## src/include/fel_defs.svh

```systemverilog
// register map, field positions and reset values of the fault unit
// assumes a 32-bit apb slave with byte addresses in paddr
`ifndef FEL_DEFS_SVH
`define FEL_DEFS_SVH

// ----------------------------------------------------------------------
// register offsets
// ----------------------------------------------------------------------
`define FEL_AW        8
`define FEL_OFF_HFS   8'h00
`define FEL_OFF_MMS   8'h04
`define FEL_OFF_BFS   8'h08
`define FEL_OFF_UFS   8'h0c
`define FEL_OFF_MMA   8'h10
`define FEL_OFF_BFA   8'h14
`define FEL_OFF_PRI   8'h18
`define FEL_OFF_HCTL  8'h1c
`define FEL_OFF_LOCK  8'h20

// ----------------------------------------------------------------------
// status fields
// ----------------------------------------------------------------------
`define FEL_HF_VEC_RD 1
`define FEL_HF_ESCALATION_FLAG 30
`define FEL_MM_IACC   0
`define FEL_MM_DACC   1
`define FEL_MM_UNSTK  3
`define FEL_MM_STK    4
`define FEL_MM_AVLD   7
`define FEL_BF_FETCH  0
`define FEL_BF_EXACT  1
`define FEL_BF_INEX   2
`define FEL_BF_UNSTK  3
`define FEL_BF_STK    4
`define FEL_BF_AVLD   7
`define FEL_UF_UNDEFINED_INSTR_FLAG  0
`define FEL_UF_INVST  1
`define FEL_UF_INVRET 2
`define FEL_UF_COPROC 3
`define FEL_UF_UNALN  8
`define FEL_UF_DIVZ   9

// ----------------------------------------------------------------------
// priority and handler control fields, reset values
// ----------------------------------------------------------------------
`define FEL_PRI_W     3
`define FEL_PRI_STEP  8
`define FEL_PRI_MASK  32'h0007_0707
`define FEL_HCTL_MASK 32'h0000_0007
`define FEL_RST_ZERO  32'h0000_0000
`define FEL_PRI_IDLE  3'h7
`define FEL_PRI_TOP   3'h0

`endif

```

## src/include/fel_pkg.sv

```systemverilog
// types shared by the fault escalation and lockup unit
// assumes fault reports come from logic on the processor clock
package fel_pkg;

  // ----------------------------------------------------------------------
  // active exception seen by the unit
  // ----------------------------------------------------------------------
  typedef enum logic [2:0] {
    FEL_EXC_THREAD = 3'b000,
    FEL_EXC_NMI    = 3'b001,
    FEL_EXC_HARD   = 3'b010,
    FEL_EXC_MEMM   = 3'b011,
    FEL_EXC_BUSF   = 3'b100,
    FEL_EXC_USAGE  = 3'b101,
    FEL_EXC_OTHER  = 3'b110
  } fel_exc_t;

  typedef enum logic [1:0] {
    FEL_LK_RUN = 2'b00,
    FEL_LK_HF  = 2'b01,
    FEL_LK_NMI = 2'b10
  } fel_lk_t;

  // ----------------------------------------------------------------------
  // carriers
  // ----------------------------------------------------------------------
  typedef struct packed {
    logic        vec_bus_err;
    logic        ifetch_prot_viol;
    logic        ifetch_never_exec;
    logic        data_prot_viol;
    logic        stack_prot_viol;
    logic        unstack_prot_viol;
    logic        stack_bus_err;
    logic        unstack_bus_err;
    logic        ifetch_bus_err;
    logic        data_bus_err;
    logic        data_err_exact;
    logic        coproc;
    logic        undefined_instr_flag_instr;
    logic        nonnative_set;
    logic        cont_state_bad;
    logic        bad_return;
    logic        unaligned;
    logic        div_zero;
    logic [31:0] addr;
  } fel_report_t;

  typedef struct packed {
    fel_exc_t   active;
    logic [2:0] act_pri;
    logic       bf_entry_stack;
  } fel_ctx_t;

  typedef struct packed {
    logic hard;
    logic memm;
    logic busf;
    logic usage;
  } fel_req_t;

endpackage

```

## src/design/fel_fault_class.sv

```systemverilog
// fault classifier: turns raw error reports into cause flag set vectors
// assumes reports are single-cycle pulses on the processor clock
`timescale 1ns/1ps
`default_nettype none
`include "fel_defs.svh"

module fel_fault_class
  import fel_pkg::*;
(
  input  wire fel_report_t rpt,
  output logic [31:0]      mm_set,
  output logic [31:0]      bf_set,
  output logic [31:0]      uf_set
);

  // ----------------------------------------------------------------------
  // cause decode
  // ----------------------------------------------------------------------
  always_comb
  begin
    mm_set = `FEL_RST_ZERO;
    bf_set = `FEL_RST_ZERO;
    uf_set = `FEL_RST_ZERO;
    // never-execute fetch faults with or without the protection unit
    mm_set[`FEL_MM_IACC]  = rpt.ifetch_prot_viol; // RQ3
    mm_set[`FEL_MM_IACC]  = mm_set[`FEL_MM_IACC] | rpt.ifetch_never_exec; // RQ4
    mm_set[`FEL_MM_DACC]  = rpt.data_prot_viol; // RQ5
    mm_set[`FEL_MM_STK]   = rpt.stack_prot_viol; // RQ6
    mm_set[`FEL_MM_UNSTK] = rpt.unstack_prot_viol; // RQ6
    mm_set[`FEL_MM_AVLD]  = rpt.ifetch_prot_viol | rpt.ifetch_never_exec |
                            rpt.data_prot_viol; // RQ19
    bf_set[`FEL_BF_STK]   = rpt.stack_bus_err; // RQ7
    bf_set[`FEL_BF_UNSTK] = rpt.unstack_bus_err; // RQ7
    bf_set[`FEL_BF_FETCH] = rpt.ifetch_bus_err; // RQ8
    bf_set[`FEL_BF_EXACT] = rpt.data_bus_err & rpt.data_err_exact; // RQ9
    bf_set[`FEL_BF_INEX]  = rpt.data_bus_err & ~rpt.data_err_exact; // RQ9
    // an inexact error carries no trustworthy address
    bf_set[`FEL_BF_AVLD]  = rpt.ifetch_bus_err |
                            (rpt.data_bus_err & rpt.data_err_exact); // RQ19
    uf_set[`FEL_UF_COPROC] = rpt.coproc; // RQ10
    uf_set[`FEL_UF_UNDEFINED_INSTR_FLAG]  = rpt.undefined_instr_flag_instr; // RQ10
    uf_set[`FEL_UF_INVST]  = rpt.nonnative_set | rpt.cont_state_bad; // RQ11
    uf_set[`FEL_UF_INVRET] = rpt.bad_return; // RQ10
    uf_set[`FEL_UF_UNALN]  = rpt.unaligned; // RQ10
    uf_set[`FEL_UF_DIVZ]   = rpt.div_zero; // RQ10
  end

endmodule
`default_nettype wire

```

## src/design/fel_top.sv

```systemverilog
// fault escalation and lockup unit with its apb register file
// assumes reports and context come from logic on mclk; apb on mclk
//
// The APB slave port and the register offsets were decided locally.
`timescale 1ns/1ps
`default_nettype none
`include "fel_defs.svh"

// Summary of operation
// RQ1: vector read bus error sets vector flag, hard
// RQ2: any escalation sets the escalation flag
// RQ3: fetch protection violation raises instruction access flag
// RQ4: never-execute fetch faults even without protection
// RQ5: data protection violation raises data access flag
// RQ6: stacking and unstacking violations have own flags
// RQ7: stacking and unstacking bus errors have own flags
// RQ8: prefetch bus error sets instruction bus flag
// RQ9: data bus error sets exact or inexact flag
// RQ10: six usage causes each have own flag
// RQ11: invalid state covers foreign set, bad continuation
// RQ12: configurable priority and handler enable per class
// RQ13: fault in own class handler escalates
// RQ14: fault not above serviced fault escalates
// RQ15: fault not above active exception escalates
// RQ16: fault with disabled handler escalates
// RQ17: bus error stacking bus handler never escalates
// RQ18: hard fault preempted only by reset, nmi
// RQ19: capture faulting address for bus, memory faults
// RQ20: hard fault in nmi or hard handler locks
// RQ21: lockup left on reset, nmi or halt
// RQ22: lockup from nmi handler ignores later nmi
// RQ23: equal priority never preempts, only pends; here an equal-level fault escalates to hard
// RQ24: cause flags stay set until software clears
module fel_top
  import fel_pkg::*;
(
  input  wire logic              mclk,
  input  wire logic              rst,
  input  wire logic [`FEL_AW-1:0] paddr,
  input  wire logic              psel,
  input  wire logic              penable,
  input  wire logic              pwrite,
  input  wire logic [31:0]       pwdata,
  output logic      [31:0]       prdata,
  output logic                   pready,
  output logic                   pslverr,
  input  wire fel_report_t       rpt,
  input  wire fel_ctx_t          ctx,
  input  wire logic              nmi_req,
  input  wire logic              dbg_halt,
  output fel_req_t               fault_req,
  output logic                   lockup
);

  // ----------------------------------------------------------------------
  // state
  // ----------------------------------------------------------------------
  logic [31:0] hfs_r, hfs_nxt, mms_r, mms_nxt, bfs_r, bfs_nxt;
  logic [31:0] ufs_r, ufs_nxt, mma_r, mma_nxt, bfa_r, bfa_nxt;
  logic [31:0] pri_r, pri_nxt, hctl_r, hctl_nxt;
  logic [31:0] prdata_r, prdata_nxt;
  logic        pready_r, pready_nxt, pslverr_r, pslverr_nxt;
  fel_req_t    req_r, req_nxt;
  fel_lk_t     lk_r, lk_nxt;
  logic        lockup_r, lockup_nxt;

  logic [31:0] mm_set, bf_set, uf_set, hfs_set;
  logic [2:0]  cls_any, esc;
  logic [2:0]  act_pri;
  logic        in_hdl, mapped, setup, wr_acc;
  logic        hard_any, crit_hdl, lock_hit, exempt;

  fel_fault_class u_class
  (
    .rpt    (rpt),
    .mm_set (mm_set),
    .bf_set (bf_set),
    .uf_set (uf_set)
  );

  // ----------------------------------------------------------------------
  // escalation
  // ----------------------------------------------------------------------
  assign cls_any[0] = |mm_set;
  assign cls_any[1] = |bf_set;
  assign cls_any[2] = |uf_set;
  assign crit_hdl   = (ctx.active == FEL_EXC_NMI) ||
                      (ctx.active == FEL_EXC_HARD);
  // stacking for bus fault entry keeps the bus fault handler
  assign exempt = rpt.stack_bus_err & ctx.bf_entry_stack; // RQ17

  // current priority level, taking fault handler levels from pri_r
  always_comb
  begin
    in_hdl  = 1'b1;
    act_pri = ctx.act_pri;
    unique case (ctx.active)
      FEL_EXC_THREAD:
      begin
        in_hdl  = 1'b0;
        act_pri = `FEL_PRI_IDLE;
      end
      FEL_EXC_NMI:   act_pri = `FEL_PRI_TOP;
      FEL_EXC_HARD:  act_pri = `FEL_PRI_TOP;
      FEL_EXC_MEMM:  act_pri = pri_r[0 +: `FEL_PRI_W]; // RQ13
      FEL_EXC_BUSF:  act_pri = pri_r[`FEL_PRI_STEP +: `FEL_PRI_W]; // RQ13
      FEL_EXC_USAGE: act_pri = pri_r[2*`FEL_PRI_STEP +: `FEL_PRI_W]; // RQ13
      FEL_EXC_OTHER: act_pri = ctx.act_pri; // RQ15
      default:       act_pri = ctx.act_pri;
    endcase
  end

  genvar c;
  generate
    for (c = 0; c < 3; c = c + 1)
    begin : g_cls
      logic [2:0] cpri;
      logic       slow;
      assign cpri = pri_r[c*`FEL_PRI_STEP +: `FEL_PRI_W]; // RQ12
      // equal level cannot preempt, so it escalates instead
      assign slow = in_hdl & (cpri >= act_pri); // RQ14 RQ15 RQ23
      assign esc[c] = cls_any[c] & (~hctl_r[c] | slow) & // RQ16
                      ~((c == 1) & exempt); // RQ17
    end
  endgenerate

  assign hard_any = rpt.vec_bus_err | (|esc); // RQ1
  // hard fault cannot preempt nmi or another hard fault
  assign lock_hit = hard_any & crit_hdl; // RQ18 RQ20

  always_comb
  begin
    hfs_set = `FEL_RST_ZERO;
    hfs_set[`FEL_HF_VEC_RD] = rpt.vec_bus_err; // RQ1
    hfs_set[`FEL_HF_ESCALATION_FLAG] = |esc; // RQ2
  end

  // ----------------------------------------------------------------------
  // requests and lockup
  // ----------------------------------------------------------------------
  always_comb
  begin
    req_nxt = '0;
    lk_nxt  = lk_r;
    if (lk_r == FEL_LK_RUN)
    begin
      req_nxt.hard  = hard_any & ~crit_hdl; // RQ18
      req_nxt.memm  = cls_any[0] & ~esc[0];
      req_nxt.busf  = cls_any[1] & ~esc[1]; // RQ17
      req_nxt.usage = cls_any[2] & ~esc[2];
    end
    unique case (lk_r)
      FEL_LK_RUN:
      begin
        if (lock_hit)
          lk_nxt = (ctx.active == FEL_EXC_NMI) ? FEL_LK_NMI
                                                : FEL_LK_HF; // RQ20
      end
      FEL_LK_HF:
      begin
        if (dbg_halt || nmi_req)
          lk_nxt = FEL_LK_RUN; // RQ21
      end
      FEL_LK_NMI:
      begin
        if (dbg_halt)
          lk_nxt = FEL_LK_RUN; // RQ21 RQ22
      end
      default: lk_nxt = FEL_LK_RUN;
    endcase
    lockup_nxt = (lk_nxt != FEL_LK_RUN);
  end

  // ----------------------------------------------------------------------
  // apb slave and registers
  // ----------------------------------------------------------------------
  assign setup  = psel & ~penable;
  assign wr_acc = psel & penable & pready_r & pwrite & ~pslverr_r;

  always_comb
  begin
    unique case (paddr)
      `FEL_OFF_HFS, `FEL_OFF_MMS, `FEL_OFF_BFS, `FEL_OFF_UFS,
      `FEL_OFF_MMA, `FEL_OFF_BFA, `FEL_OFF_PRI, `FEL_OFF_HCTL,
      `FEL_OFF_LOCK: mapped = 1'b1;
      default:       mapped = 1'b0;
    endcase
  end

  always_comb
  begin
    hfs_nxt  = hfs_r;
    mms_nxt  = mms_r;
    bfs_nxt  = bfs_r;
    ufs_nxt  = ufs_r;
    mma_nxt  = mma_r;
    bfa_nxt  = bfa_r;
    pri_nxt  = pri_r;
    hctl_nxt = hctl_r;
    pready_nxt  = setup;
    pslverr_nxt = setup & ~mapped;
    prdata_nxt  = prdata_r;
    if (wr_acc)
    begin
      unique case (paddr)
        `FEL_OFF_HFS:  hfs_nxt  = hfs_r & ~pwdata;
        `FEL_OFF_MMS:  mms_nxt  = mms_r & ~pwdata;
        `FEL_OFF_BFS:  bfs_nxt  = bfs_r & ~pwdata;
        `FEL_OFF_UFS:  ufs_nxt  = ufs_r & ~pwdata;
        `FEL_OFF_PRI:  pri_nxt  = pwdata & `FEL_PRI_MASK; // RQ12
        `FEL_OFF_HCTL: hctl_nxt = pwdata & `FEL_HCTL_MASK; // RQ12
        default:       hctl_nxt = hctl_r;
      endcase
    end
    // a new cause in the clearing cycle survives the clear
    hfs_nxt = hfs_nxt | hfs_set; // RQ24
    mms_nxt = mms_nxt | mm_set; // RQ24
    bfs_nxt = bfs_nxt | bf_set; // RQ24
    ufs_nxt = ufs_nxt | uf_set; // RQ24
    if (mm_set[`FEL_MM_AVLD])
      mma_nxt = rpt.addr; // RQ19
    if (bf_set[`FEL_BF_AVLD])
      bfa_nxt = rpt.addr; // RQ19
    if (setup)
    begin
      unique case (paddr)
        `FEL_OFF_HFS:  prdata_nxt = hfs_r;
        `FEL_OFF_MMS:  prdata_nxt = mms_r;
        `FEL_OFF_BFS:  prdata_nxt = bfs_r;
        `FEL_OFF_UFS:  prdata_nxt = ufs_r;
        `FEL_OFF_MMA:  prdata_nxt = mma_r;
        `FEL_OFF_BFA:  prdata_nxt = bfa_r;
        `FEL_OFF_PRI:  prdata_nxt = pri_r;
        `FEL_OFF_HCTL: prdata_nxt = hctl_r;
        `FEL_OFF_LOCK: prdata_nxt = {30'h0000_0000, lk_r};
        default:       prdata_nxt = `FEL_RST_ZERO;
      endcase
    end
  end

  always_ff @(posedge mclk)
  begin
    if (rst)
    begin
      hfs_r     <= `FEL_RST_ZERO;
      mms_r     <= `FEL_RST_ZERO;
      bfs_r     <= `FEL_RST_ZERO;
      ufs_r     <= `FEL_RST_ZERO;
      mma_r     <= `FEL_RST_ZERO;
      bfa_r     <= `FEL_RST_ZERO;
      pri_r     <= `FEL_RST_ZERO;
      hctl_r    <= `FEL_RST_ZERO;
      prdata_r  <= `FEL_RST_ZERO;
      pready_r  <= 1'b0;
      pslverr_r <= 1'b0;
      req_r     <= '0;
      lk_r      <= FEL_LK_RUN; // RQ21
      lockup_r  <= 1'b0;
    end
    else
    begin
      hfs_r     <= hfs_nxt;
      mms_r     <= mms_nxt;
      bfs_r     <= bfs_nxt;
      ufs_r     <= ufs_nxt;
      mma_r     <= mma_nxt;
      bfa_r     <= bfa_nxt;
      pri_r     <= pri_nxt;
      hctl_r    <= hctl_nxt;
      prdata_r  <= prdata_nxt;
      pready_r  <= pready_nxt;
      pslverr_r <= pslverr_nxt;
      req_r     <= req_nxt;
      lk_r      <= lk_nxt;
      lockup_r  <= lockup_nxt;
    end
  end

  assign prdata    = prdata_r;
  assign pready    = pready_r;
  assign pslverr   = pslverr_r;
  assign fault_req = req_r;
  assign lockup    = lockup_r;

  // ----------------------------------------------------------------------
  // checks
  // ----------------------------------------------------------------------
  chk_vector_flag: assert property (@(posedge mclk) disable iff (rst) // RQ1
    rpt.vec_bus_err |=> hfs_r[`FEL_HF_VEC_RD])
    else $error("vector read error flag not set");

  chk_escalation_flag_flag: assert property (@(posedge mclk) disable iff (rst) // RQ2
    (|esc) |=> hfs_r[`FEL_HF_ESCALATION_FLAG] ##0 $past(lk_r) != FEL_LK_RUN
      || fault_req.hard || lockup)
    else $error("escalation left no trace");

  chk_disabled_esc: assert property (@(posedge mclk) disable iff (rst) // RQ16
    (rpt.ifetch_never_exec && !hctl_r[0] && lk_r == FEL_LK_RUN &&
     !crit_hdl) |=> (fault_req.hard && !fault_req.memm))
    else $error("disabled handler fault not escalated");

  chk_own_class: assert property (@(posedge mclk) disable iff (rst) // RQ13
    (rpt.div_zero && hctl_r[2] && ctx.active == FEL_EXC_USAGE &&
     lk_r == FEL_LK_RUN) |=> (fault_req.hard && !fault_req.usage))
    else $error("same class fault not escalated");

  chk_bf_exempt: assert property (@(posedge mclk) disable iff (rst) // RQ17
    (exempt && hctl_r[1] && !crit_hdl && lk_r == FEL_LK_RUN)
      |=> fault_req.busf)
    else $error("bus fault on bus entry stacking escalated");

  chk_lock_entry: assert property (@(posedge mclk) disable iff (rst) // RQ20
    (lock_hit && lk_r == FEL_LK_RUN) |=> (lockup && !fault_req.hard))
    else $error("lockup not entered");

  chk_nmi_hold: assert property (@(posedge mclk) disable iff (rst) // RQ22
    (lk_r == FEL_LK_NMI && nmi_req && !dbg_halt) |=> lockup)
    else $error("nmi released lockup entered from nmi");

  chk_lock_exit: assert property (@(posedge mclk) disable iff (rst) // RQ21
    (lockup && (dbg_halt || (nmi_req && lk_r == FEL_LK_HF)))
      |=> !lockup)
    else $error("lockup not left");

  chk_sticky_flag: assert property (@(posedge mclk) disable iff (rst) // RQ24
    (mms_r[`FEL_MM_IACC] && !(wr_acc && paddr == `FEL_OFF_MMS))
      |=> mms_r[`FEL_MM_IACC])
    else $error("cause flag lost without clear");

  chk_addr_capture: assert property (@(posedge mclk) disable iff (rst) // RQ19
    rpt.data_prot_viol |=> mma_r == $past(rpt.addr))
    else $error("fault address not captured");

  chk_apb_ready: assert property (@(posedge mclk) disable iff (rst)
    setup |=> (pready && (pslverr == !$past(mapped))))
    else $error("apb access not answered");

endmodule
`default_nettype wire

```

## config.mk

```make
export PLATFORM = sky130hd
export DESIGN_NAME = fel_top
export DESIGN_NICKNAME = d
export VERILOG_FILES = /design/src/include/fel_pkg.sv /design/src/design/fel_fault_class.sv /design/src/design/fel_top.sv
export VERILOG_INCLUDE_DIRS = /design/src /design/src/include
export SDC_FILE = /design/constraint.sdc
export NUM_CORES = 1
export LEC_CHECK = 0
export BUFFER_PORTS_ARGS = -buffer_cell sky130_fd_sc_hd__buf_2
export CAP_MARGIN = 20
export CORE_ASPECT_RATIO = 2
export CORE_UTILIZATION = 64
export CTS_BUF_LIST = sky130_fd_sc_hd__clkbuf_2
export DETAILED_ROUTE_END_ITERATION = 10
export PLACE_DENSITY_LB_ADDON = 0.1
export SLEW_MARGIN = 25
export SYNTH_ARGS = -nofsm -noshare
export SYNTH_HDL_FRONTEND = slang
export SYNTH_SLANG_ARGS = --single-unit
```

## constraint.sdc

```tcl
create_clock -name mclk -period 3.7 [get_ports mclk]
set_clock_uncertainty 0.15 [all_clocks]
set_input_delay 0.185 -clock mclk [delete_from_list [all_inputs] [get_ports mclk]]
set_output_delay 0.185 -clock mclk [all_outputs]
set_load 0.05 [all_outputs]
```

==> metrics.yaml, run 1 <==
run_status:
  status: "complete, no violations"
sta:
  finalSetupViolations: 0
  tightest_slew_ns: 0.8118
  hold_viol: 0
  setup_tns_ns: 0
  setup_ws_ns: 0.2726
  rsz0062_at_grt: "false"
  maxSlewHeadroom_pct: 45.88
  min_period_ns: 3.427
  period_share_pct: 92.63
  fmax_ghz: 0.2918
  slew_violations: 0
route:
  dr.pass1.iters: 5
  drt_wl_total_um: 33990
  ant_nets: 0
  drc: 0
  dr.first_iter.drc_count: 736
  viasPerCell: 6.049
  wire_per_inst_um: 20.21
  num_vias: 10170
logic_synthesis:
  synth_nets: 1286
  yosysTopAreaCell: "dfxtp_1"
  synth_seq_area_share_pct: 48.64
  syn_area_um2: 10080
  synth-seq-cells: 245
  synth.distinct_cells: 46
  synth_top_area_share_pct: 48.64
  ys.flop_type: "dfxtp_1"
  yosys_warnings: 0
  synthCells: 1176
  synth-async-reset-ratio_pct: 0
  synth-edff-count: 0
  avgSynthCellArea_um2: 8.575
  netlist_top_cells_area: "dfxtp_1, a21oi_1, nand2_1, nand2b_1, mux2_2"
clock_network:
  ctsRootBufferMaster: "clkbuf_2"
  cts.path.max_buffers: 3
  clock_latency_ns: 0.79
  cts_max_level: 2
  tritoncts: "yes"
  cts_buffers: 51
  clk_pin_slew_worst_paths_ns: 0.11
  postCtsSetupBuffers: 0
  cts_sinks: 245
grt:
  grt_pass1_wl_um: 52540
  grt_max_degree: 114
  overflow: 0
  grt_pass1_vias: 10380
  grt_usage_pct: 41.16
  antenna_found_initial: 1
power:
  p_seq_share_pct: 55.9
  power_w: 0.004901
  clkPwrFrac_pct: 32.8
  leakage_nw: 5.208
  powerDensity_nw_per_um2: 382.6
  p_comb_share_pct: 11.3
  swShare_pct: 27.30
  ir_drop_mv: 0.3321
  netSwitchingPower_w: 0.001338
  internal_power_w: 0.003563
die:
  die_area_um2: 16290
  rows: 64
  ioPinCount: 143
  core_area_um2: 15370
  initial_core_util_pct: 65.59
  fp.dieH_um: 179.5
  die_x_um: 90.76
critical_path:
  crit_type: "flop to flop"
  setup.worst_path.end_class: "flop"
  cp_slowest_stage_delay_ns: 0.60
  crit_chain: "mux2i_1 > o211ai_1 > o31a_1 > ha_1 > nand2b_1 > a211oi_1 > a211oi_1 > or4_1 > nor3_4 > o32ai_1 > dlygate4sd3_1"
  cp_slowest_cell: "dlygate4sd3_1"
  required_ns: 4.19
  worst_ep_arrival_time_ns: 3.92
  crit_top_cell: "a211oi_1"
  crit_fanout: 4
  cp-start-kind: "flop"
placement:
  place_area_um2: 10920
  post-dp-hpwl_um: 20620
  port_buffers: 142
  pre_cts_ws_ns: 0.7562
  gp_congestion: 0.8995
finish:
  drive_gt1_share_pct: 20.50
  layout_commonest_cell: "dfxtp_1"
  finish.utilization_pct: 83.32
  layout_common_cells: "dfxtp_1, a21oi_1, nand2_1"
  nets: 1564
  syn_to_final_growth_pct: 27.02
  fin_area_um2: 12810
worst_hold_path:
  worstHoldPathType: "input port to flop"
flow_run:
  drv_cap: 0
## layout make-up
cell class              instances  area [um^2]
flip-flops and latches        245         4905
clock inverters                 5        45.04
multi-input cells             840         4837
fillers                       993         2565
diodes                          1        2.502
clock buffers                  77        385.4
repair buffers                313         2376
inverters                       3        11.26
well taps                     198        247.7
## worst max-delay path: cells and delay by family, from the launching register on
kind / cells / cell delay (ns)
adders and majority gates: 1 / 0.24
AOI/OAI and AO/OA: 5 / 0.93
muxes: 1 / 0.09
DFF: 1 / 0.39
buffers and inverters: 1 / 0.60
and+or+nand+nor: 3 / 0.89
## synth_stat cells, drive strengths merged, types with 2 or more instances
cell type	instances
o21ai	48
a22oi	42
a21oi	212
mux2i	15
ha	6
o221ai	7
nand2	206
o211ai	2
or3	5
a221oi	24
o22ai	2
and3	2
inv	3
o21a	2
nor2b	8
nand2b	116
nor3	21
or4	5
nor2	49
nor3b	2
or4b	2
mux2	36
or2	5
buf	21
clkbuf	67
dfxtp	245
mux4	2
a211oi	8
## worst paths after layout
path	from	to	slack, ns	cells after the start
worst max register to register	pri_r[16]	lockup	0.27	11
worst min register to register	bfs_r[26]	bfs_r[26]	0.30	2
worst max-delay path	pri_r[16]	lockup	0.27	11
worst min-delay path	pwrite	hfs_r[0]	0.03	5
## registers in the layout (all words and copies together), names as in the netlist
| name | cells |
|---|---|
| pri_r | 9 |
| lockup | 1 |
| pready | 1 |
| lk_r | 2 |
| prdata | 32 |
| hfs_r | 32 |
| ufs_r | 32 |
| fault_req | 4 |
| bfs_r | 32 |
| mma_r | 32 |
| pslverr | 1 |
| mms_r | 32 |
| bfa_r | 32 |
| hctl_r | 3 |
## timing repair
action | in CTS | in global routing
gates resized for setup | 0 | 1
endpoints found under the setup margin | 0 | 1
hold buffers | 143 | 2
endpoints found under the hold margin | 222 | 5
## metrics by stage
| step | instances | hold WS (ns) |
|---|---|---|
| floorplan | 1176 | 0.1228 |
| global placement | 1454 | 0.2544 |
| detailed placement | 1454 | 0.2621 |
| CTS | 1679 | 0.00006228 |
| global route | 1682 | 0.02190 |
| finish | 1682 | 0.02527 |
## kinds of logic after synthesis
group / count (synthesis) / synth area share, %
compound gates: 354 / 20.37
xor+xnor: 1 / 0.08686
fa+ha+maj: 6 / 0.7444
buf+inv: 91 / 3.697
flops: 245 / 48.64
mux: 53 / 5.955
simple gates: 426 / 20.51
## layer usage
layer	global-route usage (%)	vias up	wire (um)
li1	-	4654	-
met2	72.12	538	17420
met1	40.31	4802	11190
met3	6.091	180	1976
met4	39.35	0	3405
met5	0	-	0
## power by group through the flow
stage                     clock network, W  registers (W)  logic (W)
final                              0.00161        0.00274   0.000554
after global routing               0.00175        0.00275   0.000588
after CTS                          0.00161        0.00274   0.000531
after detailed placement                 0        0.00280   0.000411
after global placement                   0        0.00280   0.000405
after floorplan                          0        0.00281   0.000218
No activity file was read; power rests on OpenSTA's default activity.
==> run 2: changes to the inputs <==
ABC_AREA = 1   (was not set)
HOLD_SLACK_MARGIN = 0.12   (was not set)
==> run 2 against run 1 <==
Against the previous run: the run now ends with DRC left; sequential power about the same; sequential cell count unchanged; sequential share of layout area decreased by 2.8 points; setup slack got worse by 0.19 ns; largest cell class unchanged; core utilization increased by 6.7 points; synthesized area increased by 0.86%; count of clock-buffer cells in the layout unchanged; die area increased by 0.84%; highest routed layer is now met5; total power increased by 1.3%.
==> metrics.yaml, run 2 <==
logic_synthesis:
  synth.distinct_cells: 45
  synthCells: 1355
  yosysTopAreaCell: "dfxtp_1"
  synth_nets: 1465
  synth.top_cells.by_count: "nand2_1, dfxtp_1, inv_1"
  synth.most_common_cell: "nand2_1"
  synth_seq_area_share_pct: 48.22
  synth-edff-count: 0
  yosys_warnings: 0
  synth-seq-cells: 245
  synth-async-reset-ratio_pct: 0
  avgSynthCellArea_um2: 7.506
  netlist_top_cells_area: "dfxtp_1, nand2_1, inv_1, o21ai_0, nand3_1"
  ys.flop_type: "dfxtp_1"
  synth_top_area_share_pct: 48.22
  syn_area_um2: 10170
die:
  fp.dieH_um: 180.3
  initial_core_util_pct: 66.15
  die_area_um2: 16430
  core_area_um2: 15370
  ioPinCount: 143
  rows: 64
  die_x_um: 91.14
critical_path:
  r2r_cells: 20
  setup.worst_path.end_class: "flop"
  worst_ep_arrival_time_ns: 4.15
  cp_slowest_stage_delay_ns: 0.59
  required_ns: 4.23
  rr_startpoint: "pri_r[0]"
  rrSetupSlack_ns: 0.11
  crit_fanout: 5
  cp_slowest_cell: "dlygate4sd3_1"
  crit_type: "input port to flop"
  worst_r2r_endpoint: "lk_r[1]"
  crit_top_cell: "nand2_1"
  cp-start-kind: "input port"
grt:
  grt_pass1_vias: 12440
  grt_max_degree: 81
  antenna_found_initial: 2
  grt_pass1_wl_um: 63640
  grt_usage_pct: 49.82
  overflow: 0
route:
  num_vias: 12180
  dr.first_iter.drc_count: 1477
  wire_per_inst_um: 21.44
  viasPerCell: 6.177
  drt_wl_total_um: 42270
  ant_nets: 0
  drc: 2
  dr.pass1.iters: 10
power:
  powerDensity_nw_per_um2: 358.8
  ir_drop_mv: 0.3267
  leakage_nw: 6.422
sta:
  tightest_slew_ns: 1.240
  fmax_ghz: 0.2763
  period_share_pct: 97.82
  slew_violations: 0
  rsz0062_at_grt: "true"
  hold_viol: 0
  holdWs_ns: 0.1334
  finalSetupViolations: 0
  maxSlewHeadroom_pct: 17.33
  setup_tns_ns: 0
  min_period_ns: 3.619
finish:
  drive_gt1_share_pct: 16.77
  layout_common_cells: "nand2_1, dfxtp_1, dlygate4sd3_1"
  syn_to_final_growth_pct: 36.07
  nets: 1850
  layout_commonest_cell: "nand2_1"
worst_hold_path:
  worstHoldPathCells: 4
  hold_path_end: "bfa_r[2]"
  worstHoldPathType: "input port to flop"
  hp-start: "rpt[2]"
clock_network:
  clock_latency_ns: 0.85
  tritoncts: "yes"
  cts.path.max_buffers: 3
  cts_sinks: 245
  cts_buffers: 52
  clk_pin_slew_worst_paths_ns: 0.14
  cts_max_level: 2
  ctsRootBufferMaster: "clkbuf_2"
run_status:
  status: "finished, violations left"
  violations: "DRC"
placement:
  post-dp-hpwl_um: 20360
  gp_congestion: 0.9721
  port_buffers: 142
flow_run:
  drv_cap: 0
[run 2: cell count changes after synthesis, sizes merged, moves of 65 or more]
cell,previous run,this run
nand3,0,96
nand2b,116,0
nor2,49,128
inv,3,211
o21ai,48,113
a21oi,212,86
nand2,206,277
[run 2: area by class of cell]
type                       count  area [um^2]
clock buffer                  77        385.4
tap                          198        247.7
timing repair buffer         400         3253
sequential                   245         4906
multi-input combinational    829         4205
fill                         700         1535
inverter                     212        798.3
clock inverter                 8        38.79
antenna                        2        5.005
[run 2: metal layers]
metal | global-route usage (%) | wire (um) | vias up
met5 | 0 | 34 | -
met4 | 46.35 | 4539 | 2
met3 | 16.08 | 4797 | 368
met2 | 82.15 | 19790 | 1066
met1 | 48.42 | 13100 | 5531
li1 | - | - | 5208
[run 2: repair_timing]
| action | 4_1_cts | 5_1_grt |
|---|---|---|
| resized for setup | 0 | 11 |
| hold buffers | 240 | 0 |
| endpoints found under the setup margin | 0 | 32 |
| endpoints found under the hold margin | 245 | 0 |
| buffers inserted | 0 | 6 |
[run 2: how the worst max path moves through the flow]
stage	startpoint	end	slack [ns]	cells past startpoint
final	ctx[4]	lk_r[1]	0.08	26
after global routing	ctx[4]	lk_r[1]	-0.08	26
after CTS	paddr[1]	mms_r[29]	0.15	14
after detailed placement	paddr[1]	ufs_r[14]	1.05	12
after global placement	paddr[1]	ufs_r[14]	1.07	12
after floorplan	ctx[5]	lockup	1.53	20
[run 2: kinds of logic (layout without fill, tap and decap cells)]
kind of cell | count (synthesis) | after routing | synth area share [%]
AND/OR/NAND/NOR | 520 | 520 | 21.91
AO/OA/AOI/OAI | 303 | 303 | 18.23
buffers and inverters | 281 | 697 | 10.90
flip-flops | 245 | 245 | 48.22
adder cells (fa/ha/maj) | 6 | 6 | 0.7381
other | 0 | 2 | 0
[run 2: power breakdown]
part | total (W) | internal [W] | switching [W] | leakage [nW]
clock | 0.00162 | 0.000545 | 0.00108 | 0.332
sequential | 0.00275 | 0.00271 | 0.0000404 | 2.00
combinational | 0.000598 | 0.000263 | 0.000335 | 4.09
total | 0.00497 | 0.00351 | 0.00145 | 6.42
[run 2: critical path: cells and delay by family]
kind	cells	cell delay (ns)
AO/OA/AOI/OAI	2	0.40
buffers and inverters	9	2.32
AND/OR/NAND/NOR	14	0.99
adder cells (fa/ha/maj)	1	0.26
[run 2: per-stage QoR]
stage,power [W],std cells,worst slack (ns),area [um^2],utilization [%]
after global placement,0.003139,1640,1.072,10920,71.05
after floorplan,0.002988,1355,1.528,10170,-
after CTS,0.004825,1965,0.1486,13750,89.44
after global routing,0.005095,1970,-0.07618,13840,90.00
final,0.004965,1971,0.08070,13840,90.01
after detailed placement,0.003145,1640,1.051,10920,71.05
